### src/smstx_defines.svh
// Constants for the synchronous master serial transmitter.
// Behaviour
// Half duplex: receive blocks transmit.
// Mode select bit 4 enters synchronous mode.
// Port enable bit 7 claims both pins.
// Clock source bit 7 makes us master.
// Shifter reloads only after last bit.
// Hand-off takes one cycle, sets empty flag.
// Empty flag clears only on buffer write.
// Interrupt request gated by enable bit 4.
// Read-only shifter empty status, bit 1.
// Transmit enable arms; buffer load starts.
// Data changes on rising shift clock edge.
// Rate generator reset while all enables clear.
// Transmit enable starts shift clock immediately.
// Empty shifter takes write at once; back-to-back.
// Clearing transmit enable aborts, floats both pins; the clock pin stays driven while a receive enable is set.
// Receive enable aborts, floats data, keeps state.
// Single receive ends, transmit resumes driving data.
// Ninth bit select sends bit 0 value.
// Software writes ninth bit before data.
// Software follows the documented setup order.
// Shift register is not software visible.
// Shift clock is clock over 4(divisor+1).
// Divisor write clears rate generator timer.
// Least significant bit first, ninth last.
`ifndef SMSTX_DEFINES_SVH
`define SMSTX_DEFINES_SVH
`define SMSTX_TXCTL_ADDR 4'h0
`define SMSTX_RXCTL_ADDR 4'h4
`define SMSTX_DIV_ADDR 4'h8
`define SMSTX_BUF_ADDR 4'hC
`define SMSTX_FLAG_ADDR 5'h10
`define SMSTX_IEN_ADDR 5'h14
`define SMSTX_RXDONE_ADDR 5'h18
`define SMSTX_TX_CLOCK_SOURCE_MASTER 7
`define SMSTX_TX_NINE 6
`define SMSTX_TX_EN 5
`define SMSTX_TX_SYNC 4
`define SMSTX_TX_EMPTY 1
`define SMSTX_TX_D9 0
`define SMSTX_RX_SERIAL_PORT_ENABLE 7
`define SMSTX_RX_SINGLE_RECEIVE_ENABLE 5
`define SMSTX_RX_CONTINUOUS_RECEIVE_ENABLE 4
`define SMSTX_FLAG_BIT 4
`define SMSTX_RESP_OKAY 2'b00
`define SMSTX_RESP_SLVERR 2'b10
`define SMSTX_DATA_BITS 4'h8
`define SMSTX_FRAME9_BITS 4'h9
`endif

### src/smstx_pkg.sv
// Types for the synchronous master serial transmitter.
package smstx_pkg;
  typedef struct packed {
    logic clock_source_master;
    logic nine;
    logic transmit_enable;
    logic sync;
    logic d9;
  } smstx_txctl_type;
  typedef struct packed {
    logic serial_port_enable;
    logic single_receive_enable;
    logic continuous_receive_enable;
  } smstx_rxctl_type;
endpackage

### src/smstx_top.sv
// Synchronous master serial transmitter with an AXI4-Lite register slave.
//
// Chosen here: the placing of the registers and the AXI4-Lite register port.
`timescale 1ns/1ps
`include "smstx_defines.svh"
module smstx_top #(
  parameter int ADDR_W = 5
) (
  input wire logic aclk,
  input wire logic aresetn,
  input wire logic [ADDR_W-1:0] s_axi_awaddr,
  input wire logic s_axi_awvalid,
  output logic s_axi_awready,
  input wire logic [31:0] s_axi_wdata,
  input wire logic [3:0] s_axi_wstrb,
  input wire logic s_axi_wvalid,
  output logic s_axi_wready,
  output logic [1:0] s_axi_bresp,
  output logic s_axi_bvalid,
  input wire logic s_axi_bready,
  input wire logic [ADDR_W-1:0] s_axi_araddr,
  input wire logic s_axi_arvalid,
  output logic s_axi_arready,
  output logic [31:0] s_axi_rdata,
  output logic [1:0] s_axi_rresp,
  output logic s_axi_rvalid,
  input wire logic s_axi_rready,
  input wire logic rx_word_done,
  output logic serial_clock_line_o,
  output logic serial_clock_line_oe,
  output logic serial_data_line_o,
  output logic serial_data_line_oe,
  output logic tx_irq
);

  // ****************************************
  // Register state
  // ****************************************
  smstx_pkg::smstx_txctl_type ctl;
  smstx_pkg::smstx_rxctl_type rxc;
  logic [7:0] baud_divisor;
  logic [7:0] tx_holding_buffer;
  logic tx_buffer_empty_flag;
  logic tx_buffer_empty_irq_enable;
  logic [8:0] tx_shift_register;
  logic [3:0] bits_left;
  logic shifter_empty_status;
  logic [8:0] brg_count;
  logic [8:0] half_count;
  logic sclk;
  logic tx_data_bit;
  logic div_written;
  logic aw_held;
  logic w_held;
  logic [ADDR_W-1:0] aw_addr;
  logic [31:0] w_data;
  logic [3:0] w_strb;
  logic do_write;
  logic buf_write;
  logic rx_active;
  logic brg_run;
  logic tick_rise;
  logic load_shifter;

  // Receive enables both override transmit in synchronous mode.
  assign rx_active = rxc.single_receive_enable | rxc.continuous_receive_enable;
  // ****************************************
  // AXI4-Lite write channel
  // ****************************************
  assign do_write = aw_held & w_held & ~s_axi_bvalid;
  assign buf_write = do_write && aw_addr == ADDR_W'(`SMSTX_BUF_ADDR) && w_strb[0];

  // Address and data are captured in either order, then answered together.
  always_ff @(posedge aclk) begin
    if (!aresetn) begin
      aw_held <= 1'b0;
      w_held <= 1'b0;
      aw_addr <= '0;
      w_data <= '0;
      w_strb <= '0;
      s_axi_awready <= 1'b0;
      s_axi_wready <= 1'b0;
      s_axi_bvalid <= 1'b0;
      s_axi_bresp <= `SMSTX_RESP_OKAY;
    end else begin
      s_axi_awready <= ~aw_held & ~s_axi_awready;
      s_axi_wready <= ~w_held & ~s_axi_wready;
      if (s_axi_awvalid && s_axi_awready) begin
        aw_held <= 1'b1;
        aw_addr <= s_axi_awaddr;
        s_axi_awready <= 1'b0;
      end
      if (s_axi_wvalid && s_axi_wready) begin
        w_held <= 1'b1;
        w_data <= s_axi_wdata;
        w_strb <= s_axi_wstrb;
        s_axi_wready <= 1'b0;
      end
      if (do_write) begin
        aw_held <= 1'b0;
        w_held <= 1'b0;
        s_axi_bvalid <= 1'b1;
        s_axi_bresp <= (aw_addr > ADDR_W'(`SMSTX_RXDONE_ADDR) || aw_addr[1:0] != 2'b00) ?
          `SMSTX_RESP_SLVERR : `SMSTX_RESP_OKAY;
      end else if (s_axi_bvalid && s_axi_bready) begin
        s_axi_bvalid <= 1'b0;
      end
    end
  end

  // ****************************************
  // Software writable registers
  // ****************************************
  // Only byte lane 0 carries register data; the shift register has no address.
  // no shifter mapping
  always_ff @(posedge aclk) begin
    if (!aresetn) begin
      ctl <= '0;
      rxc <= '0;
      baud_divisor <= 8'h00;
      tx_buffer_empty_irq_enable <= 1'b0;
      div_written <= 1'b0;
    end else begin
      div_written <= 1'b0;
      // single receive self-clears
      if (rx_word_done && rxc.single_receive_enable) begin
        rxc.single_receive_enable <= 1'b0;
      end
      if (do_write && w_strb[0]) begin
        unique case (aw_addr)
          ADDR_W'(`SMSTX_TXCTL_ADDR): begin
            ctl.clock_source_master <= w_data[`SMSTX_TX_CLOCK_SOURCE_MASTER];
            ctl.nine <= w_data[`SMSTX_TX_NINE];
            ctl.transmit_enable <= w_data[`SMSTX_TX_EN];
            ctl.sync <= w_data[`SMSTX_TX_SYNC];
            ctl.d9 <= w_data[`SMSTX_TX_D9];
          end
          ADDR_W'(`SMSTX_RXCTL_ADDR): begin
            rxc.serial_port_enable <= w_data[`SMSTX_RX_SERIAL_PORT_ENABLE];
            rxc.single_receive_enable <= w_data[`SMSTX_RX_SINGLE_RECEIVE_ENABLE];
            rxc.continuous_receive_enable <= w_data[`SMSTX_RX_CONTINUOUS_RECEIVE_ENABLE];
          end
          ADDR_W'(`SMSTX_DIV_ADDR): begin
            baud_divisor <= w_data[7:0];
            div_written <= 1'b1;
          end
          ADDR_W'(`SMSTX_IEN_ADDR): begin
            tx_buffer_empty_irq_enable <= w_data[`SMSTX_FLAG_BIT];
          end
          default: begin
          end
        endcase
      end
    end
  end

  // ****************************************
  // AXI4-Lite read channel
  // ****************************************
  // Reads answer one cycle after the address is taken.
  always_ff @(posedge aclk) begin
    if (!aresetn) begin
      s_axi_arready <= 1'b0;
      s_axi_rvalid <= 1'b0;
      s_axi_rdata <= 32'h0000_0000;
      s_axi_rresp <= `SMSTX_RESP_OKAY;
    end else begin
      s_axi_arready <= ~s_axi_rvalid & ~s_axi_arready & ~s_axi_arvalid ? 1'b1 :
        (~s_axi_rvalid & ~s_axi_arready);
      if (s_axi_arvalid && s_axi_arready) begin
        s_axi_arready <= 1'b0;
        s_axi_rvalid <= 1'b1;
        s_axi_rresp <= `SMSTX_RESP_OKAY;
        s_axi_rdata <= 32'h0000_0000;
        unique case (s_axi_araddr)
          ADDR_W'(`SMSTX_TXCTL_ADDR): begin
            // shifter empty readback
            s_axi_rdata[7:0] <= {ctl.clock_source_master, ctl.nine, ctl.transmit_enable, ctl.sync, 2'b00,
              shifter_empty_status, ctl.d9};
          end
          ADDR_W'(`SMSTX_RXCTL_ADDR): begin
            s_axi_rdata[7:0] <= {rxc.serial_port_enable, 1'b0, rxc.single_receive_enable, rxc.continuous_receive_enable, 4'h0};
          end
          ADDR_W'(`SMSTX_DIV_ADDR): begin
            s_axi_rdata[7:0] <= baud_divisor;
          end
          ADDR_W'(`SMSTX_BUF_ADDR): begin
            s_axi_rdata[7:0] <= tx_holding_buffer;
          end
          ADDR_W'(`SMSTX_FLAG_ADDR): begin
            s_axi_rdata[`SMSTX_FLAG_BIT] <= tx_buffer_empty_flag;
          end
          ADDR_W'(`SMSTX_IEN_ADDR): begin
            s_axi_rdata[`SMSTX_FLAG_BIT] <= tx_buffer_empty_irq_enable;
          end
          ADDR_W'(`SMSTX_RXDONE_ADDR): begin
          end
          default: begin
            s_axi_rresp <= `SMSTX_RESP_SLVERR;
          end
        endcase
      end else if (s_axi_rvalid && s_axi_rready) begin
        s_axi_rvalid <= 1'b0;
      end
    end
  end

  // ****************************************
  // Baud rate generator
  // ****************************************
  // generator held in reset
  assign brg_run = ctl.sync & ctl.clock_source_master & (ctl.transmit_enable | rx_active);
  // The last count of a half period is 2*divisor+1, so each half lasts 2(divisor+1) clocks.
  assign half_count = {baud_divisor, 1'b1};
  assign tick_rise = brg_run && !div_written && brg_count == half_count && !sclk;

  // The system clock is the oscillator clock, so a full shift clock is 4(divisor+1) clocks.
  // A divisor of zero still gives a clean shift clock of four system clocks.
  // The counter is one bit wider than the divisor to hold the doubled half period.
  // divisor sets rate
  always_ff @(posedge aclk) begin
    if (!aresetn) begin
      brg_count <= 9'h000;
      sclk <= 1'b0;
    end else if (!brg_run || div_written) begin
      // divisor write clears timer
      brg_count <= 9'h000;
      if (!brg_run) begin
        sclk <= 1'b0;
      end
    end else if (brg_count == half_count) begin
      // clock starts on enable
      brg_count <= 9'h000;
      sclk <= ~sclk;
    end else begin
      brg_count <= brg_count + 9'h001;
    end
  end

  // ****************************************
  // Holding buffer and empty flag
  // ****************************************
  // Hand-off happens in any cycle with transmit enabled and no receive active, in which the shifter has no bits left and the buffer holds a word.
  // loaded buffer starts transmission
  // reload after last bit
  assign load_shifter = ctl.transmit_enable && !rx_active && !tx_buffer_empty_flag &&
    shifter_empty_status;

  // A buffer write landing with a hand-off still keeps its new data pending.
  always_ff @(posedge aclk) begin
    if (!aresetn) begin
      tx_holding_buffer <= 8'h00;
      tx_buffer_empty_flag <= 1'b1;
    end else if (buf_write) begin
      // only a buffer write clears
      tx_holding_buffer <= w_data[7:0];
      tx_buffer_empty_flag <= 1'b0;
    end else if (load_shifter) begin
      // one-cycle hand-off sets flag
      tx_buffer_empty_flag <= 1'b1;
    end
  end

  // ****************************************
  // Shift register
  // ****************************************
  // immediate pass-through, no gaps
  always_ff @(posedge aclk) begin
    if (!aresetn || !ctl.transmit_enable) begin
      // abort resets transmitter
      tx_shift_register <= 9'h000;
      bits_left <= 4'h0;
      shifter_empty_status <= 1'b1;
      tx_data_bit <= 1'b0;
    end else if (load_shifter) begin
      // ninth bit sampled here
      tx_shift_register <= {ctl.d9, tx_holding_buffer};
      bits_left <= ctl.nine ? `SMSTX_FRAME9_BITS : `SMSTX_DATA_BITS;
      shifter_empty_status <= 1'b0;
    end else if (tick_rise && !rx_active && !shifter_empty_status) begin
      // Each rising tick puts the next bit on the line; the last bit stays there until
      // the following rise, so a reload in between costs neither a gap nor a bit.
      // least significant bit first
      // data advances at rising edge
      tx_data_bit <= tx_shift_register[0];
      tx_shift_register <= {1'b0, tx_shift_register[8:1]};
      bits_left <= bits_left - 4'h1;
      if (bits_left == 4'h1) begin
        shifter_empty_status <= 1'b1;
      end
    end
  end

  // ****************************************
  // Pin drivers and interrupt
  // ****************************************
  // Both pins pass through one register, so data and clock move on the same edge.
  // pins claimed by port enable
  // receive blocks transmit
  always_ff @(posedge aclk) begin
    if (!aresetn) begin
      serial_clock_line_o <= 1'b0;
      serial_clock_line_oe <= 1'b0;
      serial_data_line_o <= 1'b0;
      serial_data_line_oe <= 1'b0;
      tx_irq <= 1'b0;
    end else begin
      // master drives clock
      // synchronous mode only
      serial_clock_line_o <= sclk;
      serial_clock_line_oe <= rxc.serial_port_enable & ctl.sync & ctl.clock_source_master & (ctl.transmit_enable | rx_active);
      // receive floats data
      serial_data_line_o <= tx_data_bit;
      serial_data_line_oe <= rxc.serial_port_enable & ctl.sync & ctl.transmit_enable & ~rx_active;
      // gated interrupt request
      tx_irq <= tx_buffer_empty_flag & tx_buffer_empty_irq_enable;
    end
  end
endmodule

### config.mk
export PLATFORM = sky130hd
export DESIGN_NAME = smstx_top
export DESIGN_NICKNAME = d
export VERILOG_FILES = /design/src/smstx_pkg.sv /design/src/smstx_top.sv
export VERILOG_INCLUDE_DIRS = /design/src
export SDC_FILE = /design/constraint.sdc
export NUM_CORES = 1
export LEC_CHECK = 0
export BUFFER_PORTS_ARGS = -buffer_cell sky130_fd_sc_hd__buf_2
export CAP_MARGIN = 5
export CORE_ASPECT_RATIO = 1.4
export CORE_MARGIN = 5
export CORE_UTILIZATION = 57
export DETAILED_ROUTE_END_ITERATION = 6
export PLACE_DENSITY = 0.87
export SYNTH_ARGS = -nofsm -noshare
export SYNTH_HDL_FRONTEND = slang
export SYNTH_SLANG_ARGS = --single-unit
### constraint.sdc
create_clock -name aclk -period 3.7 [get_ports aclk]
set_clock_uncertainty 0.2 [all_clocks]
set_input_delay 0.555 -clock aclk [delete_from_list [all_inputs] [get_ports aclk]]
set_output_delay 0.555 -clock aclk [all_outputs]
set_load 0.02 [all_outputs]
==> impl.org <==
** Run status
- Status :: finished clean

** Synthesis
- Synthesis inferred 88 register bits.
- Number of warnings issued by yosys :: 0
- Sequential cells were found to cover 45.9% of the synthesized design area.
- dfxtp_1 is the most common cell in the netlist.
- Area share of the largest cell type after synthesis :: 45.9%
- Post-Synthesis Cell Area :: 3830 sq um
- The number of different library cells used by synthesis comes to 45.
- Number of enable-type register cells in the synthesized netlist :: 0
- Among all flip-flop cells after synthesis, the most frequent one is dfxtp_1.
- dfxtp_1 takes more of the synthesized area than any other cell.
- A synthesized cell averages 8.90 sq um.
- Share of synthesized registers carrying an async set or reset :: 0%
- After synthesis, the most frequently instantiated cells are dfxtp_1, nor2_1, nand2_1.
- Number of standard cells after synthesis :: 431
- By area the synthesized netlist is led by dfxtp_1, mux2i_1, nor2_1, buf_4, nand2_1.

** Critical path
- Sort of element at the end of the critical path :: flop
- Required time of the critical path :: 3.72 ns
- Peak fanout along the critical path :: 9
- Worst Reg-to-Reg Cells :: 5
- Data arrival time of the worst path :: 2.22 ns
- The critical path is of the reg2reg type.
- The worst register-to-register path ends at tx_holding_buffer[6]$_SDFFE_PN0P_.
- The startpoint identified for the worst register-to-register timing path is s_axi_bvalid$_SDFFE_PN0P_.
- For flop-to-flop paths, the worst setup slack is 1.50 ns.
- STA classifies the critical path startpoint as a flop.

** CTS
- The later pin in the worst-skew pair is clocked with a latency of 0.36 ns.
- No sink is reached through more buffers than the 2 on the longest clock path.
- # Post-CTS Setup Buffers :: 0
- After clock tree synthesis, the repair step resized 0 gates.
- Total clock buffers created by CTS :: 9
- Sink Count :: 88
- After clock tree synthesis, the clock-pin slew on the worst setup and hold paths is 0.09 ns.
- CTS H-tree lvls :: 3
- TritonCTS built the clock tree.
- Hold-fix buffers, CTS :: 0
- Cell chosen for the clock root :: clkbuf_8

** Power and ir drop
- The worst-case IR drop observed on VDD is 317 uV.
- Summed over all cells, the static leakage comes to 1.67 nW.
- Power Dens Cells :: 433 nW/um^2

** Route
- Vias after detailed routing :: 3074
- In the routed layout, each cell is associated on average with a via count of 5.64.
- Detailed-route wire length per cell :: 15.1 um
- Wire length reported by the detailed router :: 8.23 mm
- After detailed routing, the number of remaining DRC violations is 0.
- Starting DRT DRC Count :: 223
- Antenna violation net count after detailed routing :: 0
- The first TritonRoute pass finished after 4 iterations.

** Timing
- Number of hold violations in the final report :: 0
- The worst path in the final design needs a cycle of 2.20 ns, including I/O delays and setup.
- Pin slew with the least headroom to its limit :: 0.958 ns
- The final critical path takes up 59.3% of the cycle.
- Final count of pins violating max slew :: 0
- Setup TNS :: 0 ns
- Measured against its own limit, the worst slew margin works out to 35.5%.
- Setup repair after global routing missed its margin :: false
- Timing would allow up to 456 MHz.
- Setup Viol. Count Final :: 0

** Cells and area
- In the final layout, the share of cells above drive strength 1 is 15.5%.
- Filler cell count in the final layout :: 528
- The net count of the finished layout is 523.
- Diodes inserted :: 0
- Compared with the post-synthesis result, the final layout area differs by 9.53%.
- Final cell area excluding filler cells :: 4200 sq um
- Final non-filler cell total :: 545
- Post-Route Utilization :: 63.9%

** Placement
- Total placed instance area :: 3970 sq um
- Number of input and output port buffers inserted :: 46
- Post-detail-place hpwl :: 6.06 mm
- In this run, placement finished with an instance count of 529.
- At the end of routability-driven placement, the weighted congestion stood at 0.826.

** Global route
- The number of antenna violations at the first check in global routing was 0.
- Entering global routing, the biggest net connects 57 pins.
- In the global route stage, overall resource usage came out at 20.5%.
- The total overflow left after global routing is 0.
- Global-route wire length before repair :: 13.8 mm
- The via count of the first global-routing pass was 3039.

** Floorplan
- Die Footprint :: 8490 sq um
- Die outline height :: 107 um
- Starting Density :: 58.4%
- Measured along the x axis, the die boundary spans 79.3 um.
- Core area :: 6570 sq um
- Top-Level Pins :: 100
- After floorplanning, the core was divided into 35 placement rows.

** Min path
- The worst hold path begins at s_axi_wdata[2].
- The path class of the tightest hold or removal check is in2reg.
- End point of the worst hold path :: w_data[2]$_SDFFE_PN0P_
- Min-Delay Path Depth :: 3

** Run
- Max-capacitance violation count :: 0
-- placed cells by master, fill, tap and decap left out, types with 11 or more instances in the layout --
| cell type | count |
|---|---|
| a21oi_1 | 25 |
| nor3_1 | 20 |
| o21ai_0 | 13 |
| dfxtp_1 | 88 |
| inv_1 | 11 |
| nor2_1 | 59 |
| buf_2 | 46 |
| nand2_1 | 34 |
| conb_1 | 26 |
| nand3_1 | 21 |
| mux2i_1 | 29 |
-- cells by family after synthesis --
logic type	count (synthesis)	share of synthesized area (%)
simple gates	173	22.3
flops	88	45.9
buf+inv	59	8.58
compound gates	57	8.55
mux	34	9.92
xor+xnor	16	3.65
fa+ha+maj	3	0.979
other cells	1	0.0978
-- worst max-delay path by stage --
stage	startpoint	to	cells after the start
2_1_floorplan	s_axi_araddr[3]	s_axi_rdata[5]$_SDFFE_PN0P_	5
3_3_place_gp	s_axi_arvalid	s_axi_rdata[0]$_SDFFE_PN0P_	6
3_5_place_dp	s_axi_arvalid	s_axi_rdata[1]$_SDFFE_PN0P_	6
4_1_cts	s_axi_bvalid$_SDFFE_PN0P_	tx_holding_buffer[3]$_SDFFE_PN0P_	5
5_1_grt	s_axi_arready$_SDFF_PP0_	s_axi_rdata[0]$_SDFFE_PN0P_	5
6_report	s_axi_bvalid$_SDFFE_PN0P_	tx_holding_buffer[6]$_SDFFE_PN0P_	5
-- worst max-delay path, cell delays in order (launching register included) --
cell,delay [ns]
dfxtp_1,0.34
and3b_1,0.36
and4_1,0.26
and3_1,0.56
mux2i_1,0.27
nor2_1,0.07
-- per-stage QoR --
stage,setup slack [ns],hold slack (ns),power (mW)
finish,1.50,0.228,1.82
detailed placement,1.33,0.227,1.09
global route,1.35,0.222,1.88
global placement,1.45,0.223,1.09
CTS,1.52,0.223,1.82
floorplan,1.77,0.217,1.08
-- where the power goes --
part           internal (mW)  total, mW  switching, mW
logic                 0.0280     0.0993         0.0713
clock network          0.401      0.743          0.342
registers              0.960      0.975         0.0149
-- metal layers --
layer / vias up / GRT usage, % / share of wire [%]
met3: 33 / 5.29 / 6.1
met4: 0 / 11.3 / 4.6
met5: - / 0 / 0
li1: 1498 / - / -
met1: 1428 / 22.2 / 38
met2: 115 / 35.8 / 51
-- registers in the layout (all words and copies together) (netlist names), 3 cells and up --
| register | cells |
|---|---|
| rxc | 3 |
| brg_count | 9 |
| bits_left | 4 |
| s_axi_rdata | 8 |
| tx_shift_register | 9 |
| aw_addr | 5 |
| w_data | 8 |
| baud_divisor | 8 |
| ctl | 5 |
| tx_holding_buffer | 8 |
-- cell type report --
class	count	area, sq um	share of cell area (%)
multi-input combinational	309	1840	43.8
timing repair buffer	47	238	5.66
clock inverter	6	91.3	2.17
clock buffer	10	138	3.28
sequential	88	1760	41.9
tap	74	92.6	2.20
inverter	11	41.3	0.983
No activity file was read; power rests on OpenSTA's default activity.
